File: src/hdl/trpb_pkg.sv
// Shared constants, field layouts and state codes of the thread request payload builder.
// Assumes a single 50 MHz core clock and a synchronous active-high reset.
package trpb_pkg;
	// ********************
	// Widths
	// ********************
	localparam int KSP_W = 26;
	localparam int BLK_W = 4;
	localparam int EXC_W = 8;
	localparam int SAMP_W = 3;
	localparam int BIND_W = 5;
	localparam int HND_W = 16;
	localparam int LEN_W = 6;
	localparam int IDX_W = 7;
	localparam int TRF_W = 256;
	localparam int AW = 8;
	localparam int DW = 32;
	localparam int TID_W = 16;
	localparam int UID_W = 4;
	// ********************
	// Register map
	// ********************
	localparam logic [7:0] CTRL_OFF = 8'h00;
	localparam logic [7:0] SCRB_OFF = 8'h04;
	localparam logic [7:0] SCRS_OFF = 8'h08;
	localparam logic [7:0] STAT_OFF = 8'h0c;
	localparam int CTRL_UID_LSB = 0;
	localparam int CTRL_DSR_LSB = 4;
	localparam int CTRL_EN_BIT = 11;
	localparam int CTRL_W = 12;
	localparam logic [11:0] CTRL_RST = 12'h810;
	localparam logic [31:0] SCRB_RST = 32'h0000_0000;
	localparam logic [31:0] SCRS_RST = 32'h0000_0400;
	localparam int STAT_MAP_LSB = 8;
	localparam int STAT_TID_LSB = 16;
	// ********************
	// Fixed header layout
	// ********************
	localparam int HDR_SCR_LSB = 0;
	localparam int HDR_TID_LSB = 32;
	localparam int HDR_UID_LSB = 48;
	localparam int HDR_DID_LSB = 64;
	localparam int HDR_HND_LSB = 96;
	// ********************
	// Sequencer states
	// ********************
	typedef enum logic [5:0] {
		ST_IDLE = 6'h01,
		ST_OFFER = 6'h02,
		ST_EXT = 6'h04,
		ST_READ = 6'h08,
		ST_WAIT = 6'h10,
		ST_CAP = 6'h20
	} trpb_st_t;
endpackage

File: src/hdl/trpb_scr_mem.sv
// Small table holding the scratch offset of each active dispatch slot.
// Assumes one write and one read port on the core clock; read data are registered.
`timescale 1ns/1ps
`default_nettype none
module trpb_scr_mem #(
	parameter int AW_P = 3,
	parameter int DW_P = 32
) (
	input wire logic clk_sys_i,
	input wire logic we_i,
	input wire logic [AW_P-1:0] waddr_i,
	input wire logic [DW_P-1:0] wdata_i,
	input wire logic [AW_P-1:0] raddr_i,
	output logic [DW_P-1:0] rdata_o
);
	logic [DW_P-1:0] mem_r [0:(1<<AW_P)-1];

	always_ff @(posedge clk_sys_i) begin
		if (we_i) begin
			mem_r[waddr_i] <= wdata_i;
		end
		rdata_o <= mem_r[raddr_i];
	end
endmodule // trpb_scr_mem
`default_nettype wire

File: src/hdl/trpb_slot_alloc.sv
// Free pool of dispatch slots: hands out the lowest free slot, frees on termination.
// Assumes alloc is only raised while avail_o is high.
`timescale 1ns/1ps
`default_nettype none
module trpb_slot_alloc #(
	parameter int DID_W = 3
) (
	input wire logic clk_sys_i,
	input wire logic srst_i,
	input wire logic alloc_i,
	input wire logic free_i,
	input wire logic [DID_W-1:0] free_idx_i,
	output logic avail_o,
	output logic [DID_W-1:0] idx_o,
	output logic [(1<<DID_W)-1:0] busy_o
);
	typedef struct packed {
		logic [(1<<DID_W)-1:0] busy;
	} trpb_al_t;
	trpb_al_t r, n;

	always_comb begin
		n = r;
		avail_o = 1'b0;
		idx_o = '0;
		for (int i = (1<<DID_W)-1; i >= 0; i--) begin
			if (!r.busy[i]) begin
				avail_o = 1'b1;
				idx_o = DID_W'(i);
			end
		end
		// A grant and a release of one slot in the same cycle leave the slot taken.
		if (free_i) begin
			n.busy[free_idx_i] = 1'b0;
		end
		if (alloc_i && avail_o) begin
			n.busy[idx_o] = 1'b1;
		end
	end

	always_ff @(posedge clk_sys_i) begin
		if (srst_i) begin
			r <= '0;
		end else begin
			r <= n;
		end
	end

	assign busy_o = r.busy;
endmodule // trpb_slot_alloc
`default_nettype wire

File: src/hdl/trpb_top.sv
// Thread request payload builder: control word to the dispatcher, then payload into the
// thread register file (fixed header, extended header, shared entry buffer data).
// Assumes the stage, dispatcher, register file and shared buffer all run on clk_sys_i.
//
// Decided for this implementation: the address-and-strobe port and the address map.
`timescale 1ns/1ps
`default_nettype none
module trpb_top import trpb_pkg::*; #(
	parameter int DID_W = 3
) (
	input wire logic clk_sys_i,
	input wire logic srst_i,
	input wire logic [AW-1:0] reg_addr_i,
	input wire logic [DW-1:0] reg_wdata_i,
	input wire logic reg_wr_i,
	input wire logic reg_rd_i,
	output logic [DW-1:0] reg_rdata_o,
	input wire logic req_valid_i,
	output logic req_ready_o,
	input wire logic [KSP_W-1:0] ksp_i,
	input wire logic [BLK_W-1:0] blk_cnt_i,
	input wire logic single_flow_flag_i,
	input wire logic prio_i,
	input wire logic fp_mode_i,
	input wire logic [EXC_W-1:0] exc_en_i,
	input wire logic [SAMP_W-1:0] samp_cnt_i,
	input wire logic [BIND_W-1:0] bind_cnt_i,
	input wire logic [HND_W-1:0] sb_handle_i,
	input wire logic [LEN_W-1:0] sb_len_i,
	input wire logic [TRF_W-1:0] ext_hdr_i,
	output logic disp_valid_o,
	input wire logic disp_ack_i,
	output logic [KSP_W-1:0] disp_ksp_o,
	output logic [BLK_W-1:0] disp_blk_o,
	output logic disp_sff_o,
	output logic disp_prio_o,
	output logic disp_fpm_o,
	output logic [EXC_W-1:0] disp_exc_o,
	output logic [SAMP_W-1:0] disp_samp_o,
	output logic [BIND_W-1:0] disp_bind_o,
	output logic [DID_W-1:0] disp_did_o,
	output logic trf_we_o,
	output logic [IDX_W-1:0] trf_idx_o,
	output logic [TRF_W-1:0] trf_data_o,
	output logic sb_rd_o,
	output logic [HND_W-1:0] sb_addr_o,
	input wire logic [TRF_W-1:0] sb_rdata_i,
	input wire logic term_i,
	input wire logic [DID_W-1:0] term_did_i,
	output logic freed_valid_o,
	output logic [DW-1:0] freed_scr_o
);
	if (DID_W < 1 || DID_W > 3) begin : g_bad_did
		$error("DID_W must lie in 1..3 so the slot map fits the status register.");
	end

	// ********************
	// State
	// ********************
	typedef struct packed {
		trpb_st_t st;
		logic [CTRL_W-1:0] ctrl;
		logic [DW-1:0] scrb;
		logic [DW-1:0] scrs;
		logic [DW-1:0] rdata;
		logic rdy;
		logic dv;
		logic [KSP_W-1:0] ksp;
		logic [BLK_W-1:0] blk;
		logic sff;
		logic prio;
		logic fpm;
		logic [EXC_W-1:0] exc;
		logic [SAMP_W-1:0] samp;
		logic [BIND_W-1:0] bnd;
		logic [DID_W-1:0] did;
		logic [HND_W-1:0] hnd;
		logic [LEN_W-1:0] len;
		logic [TRF_W-1:0] ext;
		logic [DW-1:0] scr;
		logic [UID_W-1:0] uid;
		logic [IDX_W-1:0] dsr;
		logic [TID_W-1:0] tid;
		logic [IDX_W-1:0] cnt;
		logic gwe;
		logic [IDX_W-1:0] gidx;
		logic [TRF_W-1:0] gdata;
		logic sbrd;
		logic [HND_W-1:0] sbaddr;
		logic fv;
		logic fvo;
		logic [DW-1:0] fscr;
	} trpb_top_t;
	trpb_top_t r, n;

	logic avail;
	logic [DID_W-1:0] free_idx;
	logic [(1<<DID_W)-1:0] busy_map;
	logic accept;
	logic [DW-1:0] scr_new;
	logic [DW-1:0] mem_rdata;

	function automatic logic hit(input logic [AW-1:0] a, input logic [AW-1:0] off);
		return a == off;
	endfunction

	assign accept = (r.st == ST_IDLE) && r.rdy && req_valid_i;
	// Offset is relative to the general state base, so it is base plus slot times size.
	assign scr_new = DW'(r.scrb + DW'(r.scrs * DW'(free_idx)));

	// ********************
	// Slot pool and scratch table
	// ********************
	trpb_slot_alloc #(.DID_W(DID_W)) u_alloc (
		.clk_sys_i(clk_sys_i),
		.srst_i(srst_i),
		.alloc_i(accept),
		.free_i(term_i),
		.free_idx_i(term_did_i),
		.avail_o(avail),
		.idx_o(free_idx),
		.busy_o(busy_map)
	);

	trpb_scr_mem #(.AW_P(DID_W), .DW_P(DW)) u_scr (
		.clk_sys_i(clk_sys_i),
		.we_i(accept),
		.waddr_i(free_idx),
		.wdata_i(scr_new),
		.raddr_i(term_did_i),
		.rdata_o(mem_rdata)
	);

	// ********************
	// Next state
	// ********************
	always_comb begin
		n = r;
		n.rdata = '0;
		n.gwe = 1'b0;
		n.sbrd = 1'b0;
		n.fv = term_i;
		n.fvo = r.fv;
		if (r.fv) begin
			n.fscr = mem_rdata;
		end
		if (reg_wr_i) begin
			if (hit(reg_addr_i, CTRL_OFF)) begin
				n.ctrl = reg_wdata_i[CTRL_W-1:0];
			end else if (hit(reg_addr_i, SCRB_OFF)) begin
				n.scrb = reg_wdata_i;
			end else if (hit(reg_addr_i, SCRS_OFF)) begin
				n.scrs = reg_wdata_i;
			end
		end
		if (reg_rd_i) begin
			if (hit(reg_addr_i, CTRL_OFF)) begin
				n.rdata = DW'(r.ctrl);
			end else if (hit(reg_addr_i, SCRB_OFF)) begin
				n.rdata = r.scrb;
			end else if (hit(reg_addr_i, SCRS_OFF)) begin
				n.rdata = r.scrs;
			end else if (hit(reg_addr_i, STAT_OFF)) begin
				n.rdata[0] = (r.st != ST_IDLE);
				n.rdata[STAT_MAP_LSB +: (1<<DID_W)] = busy_map;
				n.rdata[STAT_TID_LSB +: TID_W] = r.tid;
			end
		end
		case (r.st)
			ST_IDLE: begin
				n.rdy = r.ctrl[CTRL_EN_BIT] && avail;
				if (accept) begin
					n.rdy = 1'b0;
					n.dv = 1'b1;
					n.ksp = ksp_i;
					n.blk = blk_cnt_i;
					n.sff = single_flow_flag_i;
					n.prio = prio_i;
					n.fpm = fp_mode_i;
					n.exc = exc_en_i;
					// Hints go out untouched; the fetch path treats them like any fetch.
					n.samp = samp_cnt_i;
					n.bnd = bind_cnt_i;
					n.did = free_idx;
					n.hnd = sb_handle_i;
					n.len = sb_len_i;
					n.ext = ext_hdr_i;
					n.scr = scr_new;
					n.uid = r.ctrl[CTRL_UID_LSB +: UID_W];
					n.dsr = r.ctrl[CTRL_DSR_LSB +: IDX_W];
					n.tid = TID_W'(r.tid + TID_W'(1));
					n.st = ST_OFFER;
				end
			end
			ST_OFFER: begin
				// Control fields stay on their own ports; of them only the slot number (did) also enters the header.
				if (disp_ack_i) begin
					n.dv = 1'b0;
					n.gwe = 1'b1;
					n.gidx = '0;
					n.gdata = '0;
					n.gdata[HDR_SCR_LSB +: DW] = r.scr;
					n.gdata[HDR_TID_LSB +: TID_W] = r.tid;
					n.gdata[HDR_UID_LSB +: UID_W] = r.uid;
					n.gdata[HDR_DID_LSB +: DID_W] = r.did;
					n.gdata[HDR_HND_LSB +: HND_W] = r.hnd;
					n.cnt = IDX_W'(1);
					n.st = ST_EXT;
				end
			end
			ST_EXT: begin
				if (r.cnt < r.dsr) begin
					n.gwe = 1'b1;
					n.gidx = r.cnt;
					n.gdata = r.ext;
					n.cnt = IDX_W'(r.cnt + IDX_W'(1));
				end else begin
					n.cnt = '0;
					n.st = ST_READ;
				end
			end
			ST_READ: begin
				if (r.cnt < IDX_W'(r.len)) begin
					n.sbrd = 1'b1;
					n.sbaddr = HND_W'(r.hnd + HND_W'(r.cnt));
					n.st = ST_WAIT;
				end else begin
					n.st = ST_IDLE;
				end
			end
			ST_WAIT: begin
				// Read data arrive one cycle after the strobe.
				n.st = ST_CAP;
			end
			ST_CAP: begin
				n.gwe = 1'b1;
				n.gidx = IDX_W'(r.dsr + r.cnt);
				n.gdata = sb_rdata_i;
				n.cnt = IDX_W'(r.cnt + IDX_W'(1));
				n.st = ST_READ;
			end
			default: begin
				n.st = ST_IDLE;
			end
		endcase
	end

	always_ff @(posedge clk_sys_i) begin
		if (srst_i) begin
			r <= '0;
			r.st <= ST_IDLE;
			r.ctrl <= CTRL_RST;
			r.scrb <= SCRB_RST;
			r.scrs <= SCRS_RST;
		end else begin
			r <= n;
		end
	end

	// ********************
	// Outputs
	// ********************
	assign reg_rdata_o = r.rdata;
	assign req_ready_o = r.rdy;
	assign disp_valid_o = r.dv;
	assign disp_ksp_o = r.ksp;
	assign disp_blk_o = r.blk;
	assign disp_sff_o = r.sff;
	assign disp_prio_o = r.prio;
	assign disp_fpm_o = r.fpm;
	assign disp_exc_o = r.exc;
	assign disp_samp_o = r.samp;
	assign disp_bind_o = r.bnd;
	assign disp_did_o = r.did;
	assign trf_we_o = r.gwe;
	assign trf_idx_o = r.gidx;
	assign trf_data_o = r.gdata;
	assign sb_rd_o = r.sbrd;
	assign sb_addr_o = r.sbaddr;
	assign freed_valid_o = r.fvo;
	assign freed_scr_o = r.fscr;
endmodule // trpb_top
`default_nettype wire

File: config.mk
export PLATFORM = sky130hd
export DESIGN_NAME = trpb_top
export DESIGN_NICKNAME = d
export VERILOG_FILES = /design/src/hdl/trpb_pkg.sv /design/src/hdl/trpb_scr_mem.sv /design/src/hdl/trpb_slot_alloc.sv /design/src/hdl/trpb_top.sv
export SDC_FILE = /design/constraint.sdc
export NUM_CORES = 2
export LEC_CHECK = 0
export ABC_AREA = 0
export BUFFER_PORTS_ARGS = -buffer_cell sky130_fd_sc_hd__buf_4
export CORE_AREA = 2 2 406 408
export CTS_CLUSTER_DIAMETER = 30
export DETAILED_ROUTE_END_ITERATION = 10
export DIE_AREA = 0 0 408 410
export GPL_TIMING_DRIVEN = 0
export PLACE_DENSITY_LB_ADDON = 0.12
export SLEW_MARGIN = 25
export SYNTH_ARGS = -nofsm -noshare
export SYNTH_HDL_FRONTEND = slang
export SYNTH_SLANG_ARGS = --single-unit
File: constraint.sdc
create_clock -name clk_sys_i -period 6.9 [get_ports clk_sys_i]
set_input_delay 1.38 -clock clk_sys_i [delete_from_list [all_inputs] [get_ports clk_sys_i]]
set_output_delay 1.38 -clock clk_sys_i [all_outputs]
set_load 0.02 [all_outputs]
# Word level (Yosys, flattened, before mapping)
# Memories as Yosys holds them, arrays and structs flattened. A register that Yosys moved wholly into a read port is not among the register bits.
# Index checks and enable logic that the tools add are counted.
# word_totals
ff_bits	835
ram_bits	256
input_bits	633
out_inout_bits	400
wordCells	133
memories	1
# classes
add_sub_neg	5
n_mul	1
n_lt_le_gt_ge	6
eq_ne	14
muxes	44
bitwise	7
reduce_logical	21
# memory_table
memory	depth	word_bits	read_ports	rd_clocked_by_memory_dff	wr	line	source
u_scr.mem_r	8	32	1	1	1	trpb_scr_mem.sv:16	logic [DW_P-1:0] mem_r [0:(1<<AW_P)-1];
# op_table
operator	count
$pmux 271 s3	1
$mux 391	1
$mux 271	1
$mux 264	1
$mux 24	2
$pmux 6 s6	1
$add 32x32->32	1
$mul 32x3->32	1
$mux 32	1
$mux 3	8
$mux 6	3
$mux 17	1
$add 16x1->16 const B	1
$add 16x7->16	1
$eq 8x4->1 const B	2
$mux 8	2
$mux 1	15
$mux 7	2
$mux 12	1
$reduce_and 3->1	4
$and 8x8->8	1
$eq 8x3->1 const B	1
$logic_not 8->1	1
$lt 3x4->1 const B	2
other kinds (27)	43

# Depth between registers and ports, before layout
# logic_depth
depth_word	14
mapped_depth	20
depth_no_buf	17

# Modules after synthesis
# From an unflattened synthesis, not the netlist that was laid out.
# unflattened
cells_unflattened	5692
hier_area_um2	52980.8
# by_module_without_submodules
mod	instances	cells_per_inst	area_per_inst_um2	seq_area_each_um2
trpb_top	1	5224	42066.6	16555.9
trpb_scr_mem	1	415	10466.3	8328.0
trpb_slot_alloc	1	53	447.9	160.2

# Worst setup path before layout
# No wires, ideal clock.
# synth_timing
kind	input-to-reg
startpoint	input req_valid_i
endpoint	memory u_scr.mem_r[0][0] (enable)
setup_time_ps	502
t_arrival_ps	4970
t_required_ps	6398
slack_ps	1428
stages	4
n_path_buf	2
path_cell_list	nand3_1 clkbuf_1 clkbuf_1 nor4_1
# synth_via
elab_chain_cells	3
# synth_rtl
element	line	source
start, declared	trpb_top.sv:18	input wire logic req_valid_i,
$logic_and 1x1->1	trpb_top.sv:107	assign accept = (r.st == ST_IDLE) && r.rdy && req_valid_i;
$mux 1	trpb_scr_mem.sv:19	if (we_i) begin
$mux 1 (implied by the code)	trpb_scr_mem.sv:20	mem_r[waddr_i] <= wdata_i;
end, declared	trpb_scr_mem.sv:16	
# No other way between the ends.

# Worst setup path in the final report
# layout_timing
startpoint	register u_alloc.r (netlist bit u_alloc.busy_o[5])
endpoint	memory u_scr.mem_r[5][29] (data pin)
# layout_via
elab_chain_cells	8
# layout_rtl
element	line	source
start, declared	trpb_slot_alloc.sv:20	trpb_al_t r, n;
start signal, assigned	trpb_slot_alloc.sv:45	r <= n;
$mux 3 (6 in a row)	trpb_slot_alloc.sv:27	if (!r.busy[i]) begin
$mul 32x3->32	trpb_top.sv:109	assign scr_new = DW'(r.scrb + DW'(r.scrs * DW'(free_idx)));
$add 32x32->32	trpb_top.sv:109	
via scr_new[29]	trpb_top.sv:100	logic [DW-1:0] scr_new;
# The timed path passes the listed nets, and every way through them passes these cells.

==> key figures <==
Floorplanning
  • Die W: 408 um
  • Die H: between 400 and 500 um
  • Effective utilization at floorplan: 0.301
  • Core Area: between 150,000 and 200,000 um2
  • Die area: approximately 170,000 um2
  • I/O pin count: slightly above 1,000
  • Row cnt: 149

Power
  • Clock group share of total power: 0.641
  • Register share of total power: 0.303
  • Leakage: 29.4 nW
  • Worst IR Drop VDD: 202 uV
  • Comb pwr share: 0.056
  • Sw Pwr: between 0.005 and 0.006 W
  • Net Sw Frac: 0.223
  • Pint: 0.0181 W
  • Power per cell area: 326 nW/um2

Placement
  • Routability congestion estimate: about 0.9
  • DP Worst Slack: approximately 0.36 ns
  • Hpwl dp: between 150 and 200 mm
  • DP Area: ~60,000 um2
  • IO Port Bufs: 1,029
  • Placed cell count: approximately 8,400

Routing
  • WL final: ~230 mm
  • Final routed DRC violation total: 0
  • Router iterations before antenna repair: 6
  • Vias: between 40,000 and 50,000
  • Antenna viol nets, final: 0
  • Wire per inst: roughly 26 um
  • Initial DRC Count: 3,543
  • Vias per cell: 4.88

Timing
  • Endpoints failing hold: 0
  • Worst-margin pin slew: about 1.2 ns
  • RSZ-0062 raised after global routing: false
  • TNS Setup: 0 ns
  • Fmax: approximately 160 MHz
  • Worst Skew: 0.0758 ns
  • Slew HR: 0.211
  • Pins Over Slew Limit: 0
  • Final WS setup: 0.514 ns
  • Final setup fails: 0
  • Period utilization: 0.925
  • Minimum clock period: 6.39 ns

Critical path
  • Crit path cell chain: nand3_1 -> a31oi_2 -> clkbuf_1 -> nand2_1 -> fa_1 -> fa_1 -> fa_1 -> nand2b_1 -> a21oi_1 -> o21ai_1 -> a211oi_2 -> a21oi_2 -> o21ai_0 -> xor2_1
  • Critical path's top delay family: compound AO/OA/AOI/OAI gates
  • Critical Path Fanout Max: 10
  • Crit. End Element: register
  • Worst EP required: 7.43 ns
  • CP bufs+invs: 1
  • Worst Path Arrival: roughly 6.9 ns
  • CP Class: register to register
  • Stages on worst setup path: 14
  • Worst path slowest cell: xor2_1
  • R2r worst-path depth: 14
  • Most frequent cell on the critical path: fa_1
  • Crit start category: register
  • Crit path from: u_alloc.busy_o[5]
  • CP max stage delay: ~0.8 ns
  • R2r startpoint: u_alloc.busy_o[5]

Synth
  • Synth warnings: 0
  • Post-synth EDFFs: between 200 and 300
  • Post-Syn Nets: 5,884
  • Synth unique cells: 77
  • Ys async rst share: 0
  • Sequential share of the synthesized area: 0.509
  • Cells after Synth: roughly 5,100
  • Synthesized area: between 40,000 and 50,000 um2
  • #FFs+latches synth: 1,123
  • Syn avg cell area: 9.60 um2
  • Synth Flop Type: dfxtp_1

Clocking
  • Worst skew pair latency: approximately 0.9 ns
  • CTS tree: done
  • Clock root buffer master: clkbuf_16
  • Clock Path Buffers: 4
  • Clk slew on worst S/H paths: roughly 0.050 ns
  • # clock sinks: 1,123
  • H-Tree Depth: 5
  • Cts bufs inserted: ~320

Worst hold path
  • Worst hold path class: register to register
  • Hold_sp: trf_data_o[209]
  • Worst hold path cell count: 2

Job
  • Maxcap violations: 0

Final layout
  • Layout Cells excl Fill: between 8,000 and 9,000
  • Final Util: 0.435
  • Area Growth Syn to Fin: 44.6%
  • Share of layout cells above drive strength 1: 0.337
  • Layout net count: 7,261
  • Filler cell count in the final layout: roughly 16,000
  • Final instance area: between 70,000 and 80,000 um2

Outcome
  • Status: finished clean

Global route
  • All-Layer GR Usage: 0.267
  • Grt ovf: 0
  • Largest net degree at the start of global routing: 34
  • First-pass GRT wire length: approximately 320 mm
  • Vias in the first global route: 43,000
  • Initial antenna violation count: slightly above 60
flip-flops by register name, summed over array words and instances (netlist names), 3 cells and up:
register / flops
r: 426
trf_data_o: 256
u_scr.mem_r: 256
freed_scr_o: 32
reg_rdata_o: 32
u_scr.rdata_o: 32
disp_ksp_o: 26
sb_addr_o: 16
disp_exc_o: 8
u_alloc.busy_o: 8
trf_idx_o: 7
disp_bind_o: 5
disp_blk_o: 4
disp_did_o: 3
disp_samp_o: 3
final cells by class:
class	count	area, um2	share of cell area
Clock inverter	134	1660	0.0234
Antenna cell	41	103	0.00144
Sequential cell	1123	25000	0.352
Inverter	171	642	0.00902
Timing Repair Buffer	1052	7940	0.112
Tap cell	2189	2740	0.0385
Multi-Input combinational cell	3104	19300	0.272
Clock buffer	436	9300	0.131
Buffer	732	4400	0.0618
power groups by stage:
stage	clock (W)	sequential, W	combinational, W
floorplan	0	0.00710	0.000602
global placement	0	0.00714	0.00128
detailed placement	0	0.00714	0.00130
CTS	0.0151	0.00703	0.00131
global route	0.0154	0.00704	0.00140
finish	0.0149	0.00703	0.00130
per-layer routing:
layer | vias up | wire length, um | track usage
li1 | 20100 | - | -
met1 | 21600 | 101000 | 0.358
met2 | 1746 | 103000 | 0.410
met3 | 410 | 18900 | 0.0723
met4 | 24 | 8100 | 0.0998
met5 | - | 149 | 0
worst min-delay path: cells and delay by family (launching register included):
| kind | cells | cell delay [ns] |
|---|---|---|
| flip-flops | 1 | 0.30 |
| AND/OR/NAND/NOR | 1 | 0.05 |
| AO/OA/AOI/OAI | 1 | 0.05 |
placed cells by master (no fill, tap or decap), drive strengths merged, types with 45 or more instances in the layout:
cell	count
buf	1549
dfxtp	867
clkinv	74
nor2	213
a21oi	710
a221oi	59
clkbuf	671
nand2	1134
mux2	52
and2	92
inv	180
a22o	53
mux2i	45
edfxtp	256
ha	60
mux4	64
fa	61
a22oi	204
logic make-up after synthesis:
group	share of synthesized area
and+or+nand+nor	0.132
muxes	0.0503
AOI/OAI and AO/OA	0.154
buffers and inverters	0.102
DFF	0.509
adders and majority gates	0.0401
xor gates and xnor gates	0.0131
cell usage after synthesis, drive strengths merged (6+ instances only):
cell type	number	area, um2
mux2	52	586
nor3	11	55.1
edfxtp	256	7690
a2111oi	8	88.8
fa	61	1220
a22o	53	464
nand4	13	81.3
a222oi	18	180
nand3	31	155
and2	92	578
xnor2	35	314
clkbuf	235	882
o211ai	11	87.6
inv	171	642
dfxtp	867	17400
o21ai	34	181
ha	60	751
mux2i	45	450
a211oi	20	155
nor2	213	800
xor2	35	307
a21boi	9	67.6
buf	497	3490
a221oi	59	855
nor2b	12	75.1
a21oi	710	3560
a21o	18	135
a22oi	204	1530
mux4	64	1440
o21a	9	75.1
and3	22	138
nand2b	14	87.6
o21bai	6	45.0
nor3b	6	45.0
nand2	1134	4260
through the flow:
step | hold WS [ns] | total power (W)
2_1_floorplan | 0.432 | 0.00770
3_3_place_gp | 0.440 | 0.00842
3_5_place_dp | 0.445 | 0.00844
4_1_cts | 0.450 | 0.0234
5_1_grt | 0.458 | 0.0239
6_report | 0.448 | 0.0232
final timing paths:
check / to / slack [ns]
worst max-delay path: u_scr.mem_r[5][29] / 0.51
worst min-delay path: trf_data_o[209] / 0.45
worst max register to register: u_scr.mem_r[5][29] / 0.51
worst min register to register: trf_data_o[209] / 0.45
repair_timing:
action / CTS / global route
resized for setup: 0 / 1
hold buffers: 0 / 0
setup buffers: 0 / 0
setup endpoints to repair: 0 / 8
(Power assumes the default switching activity.)
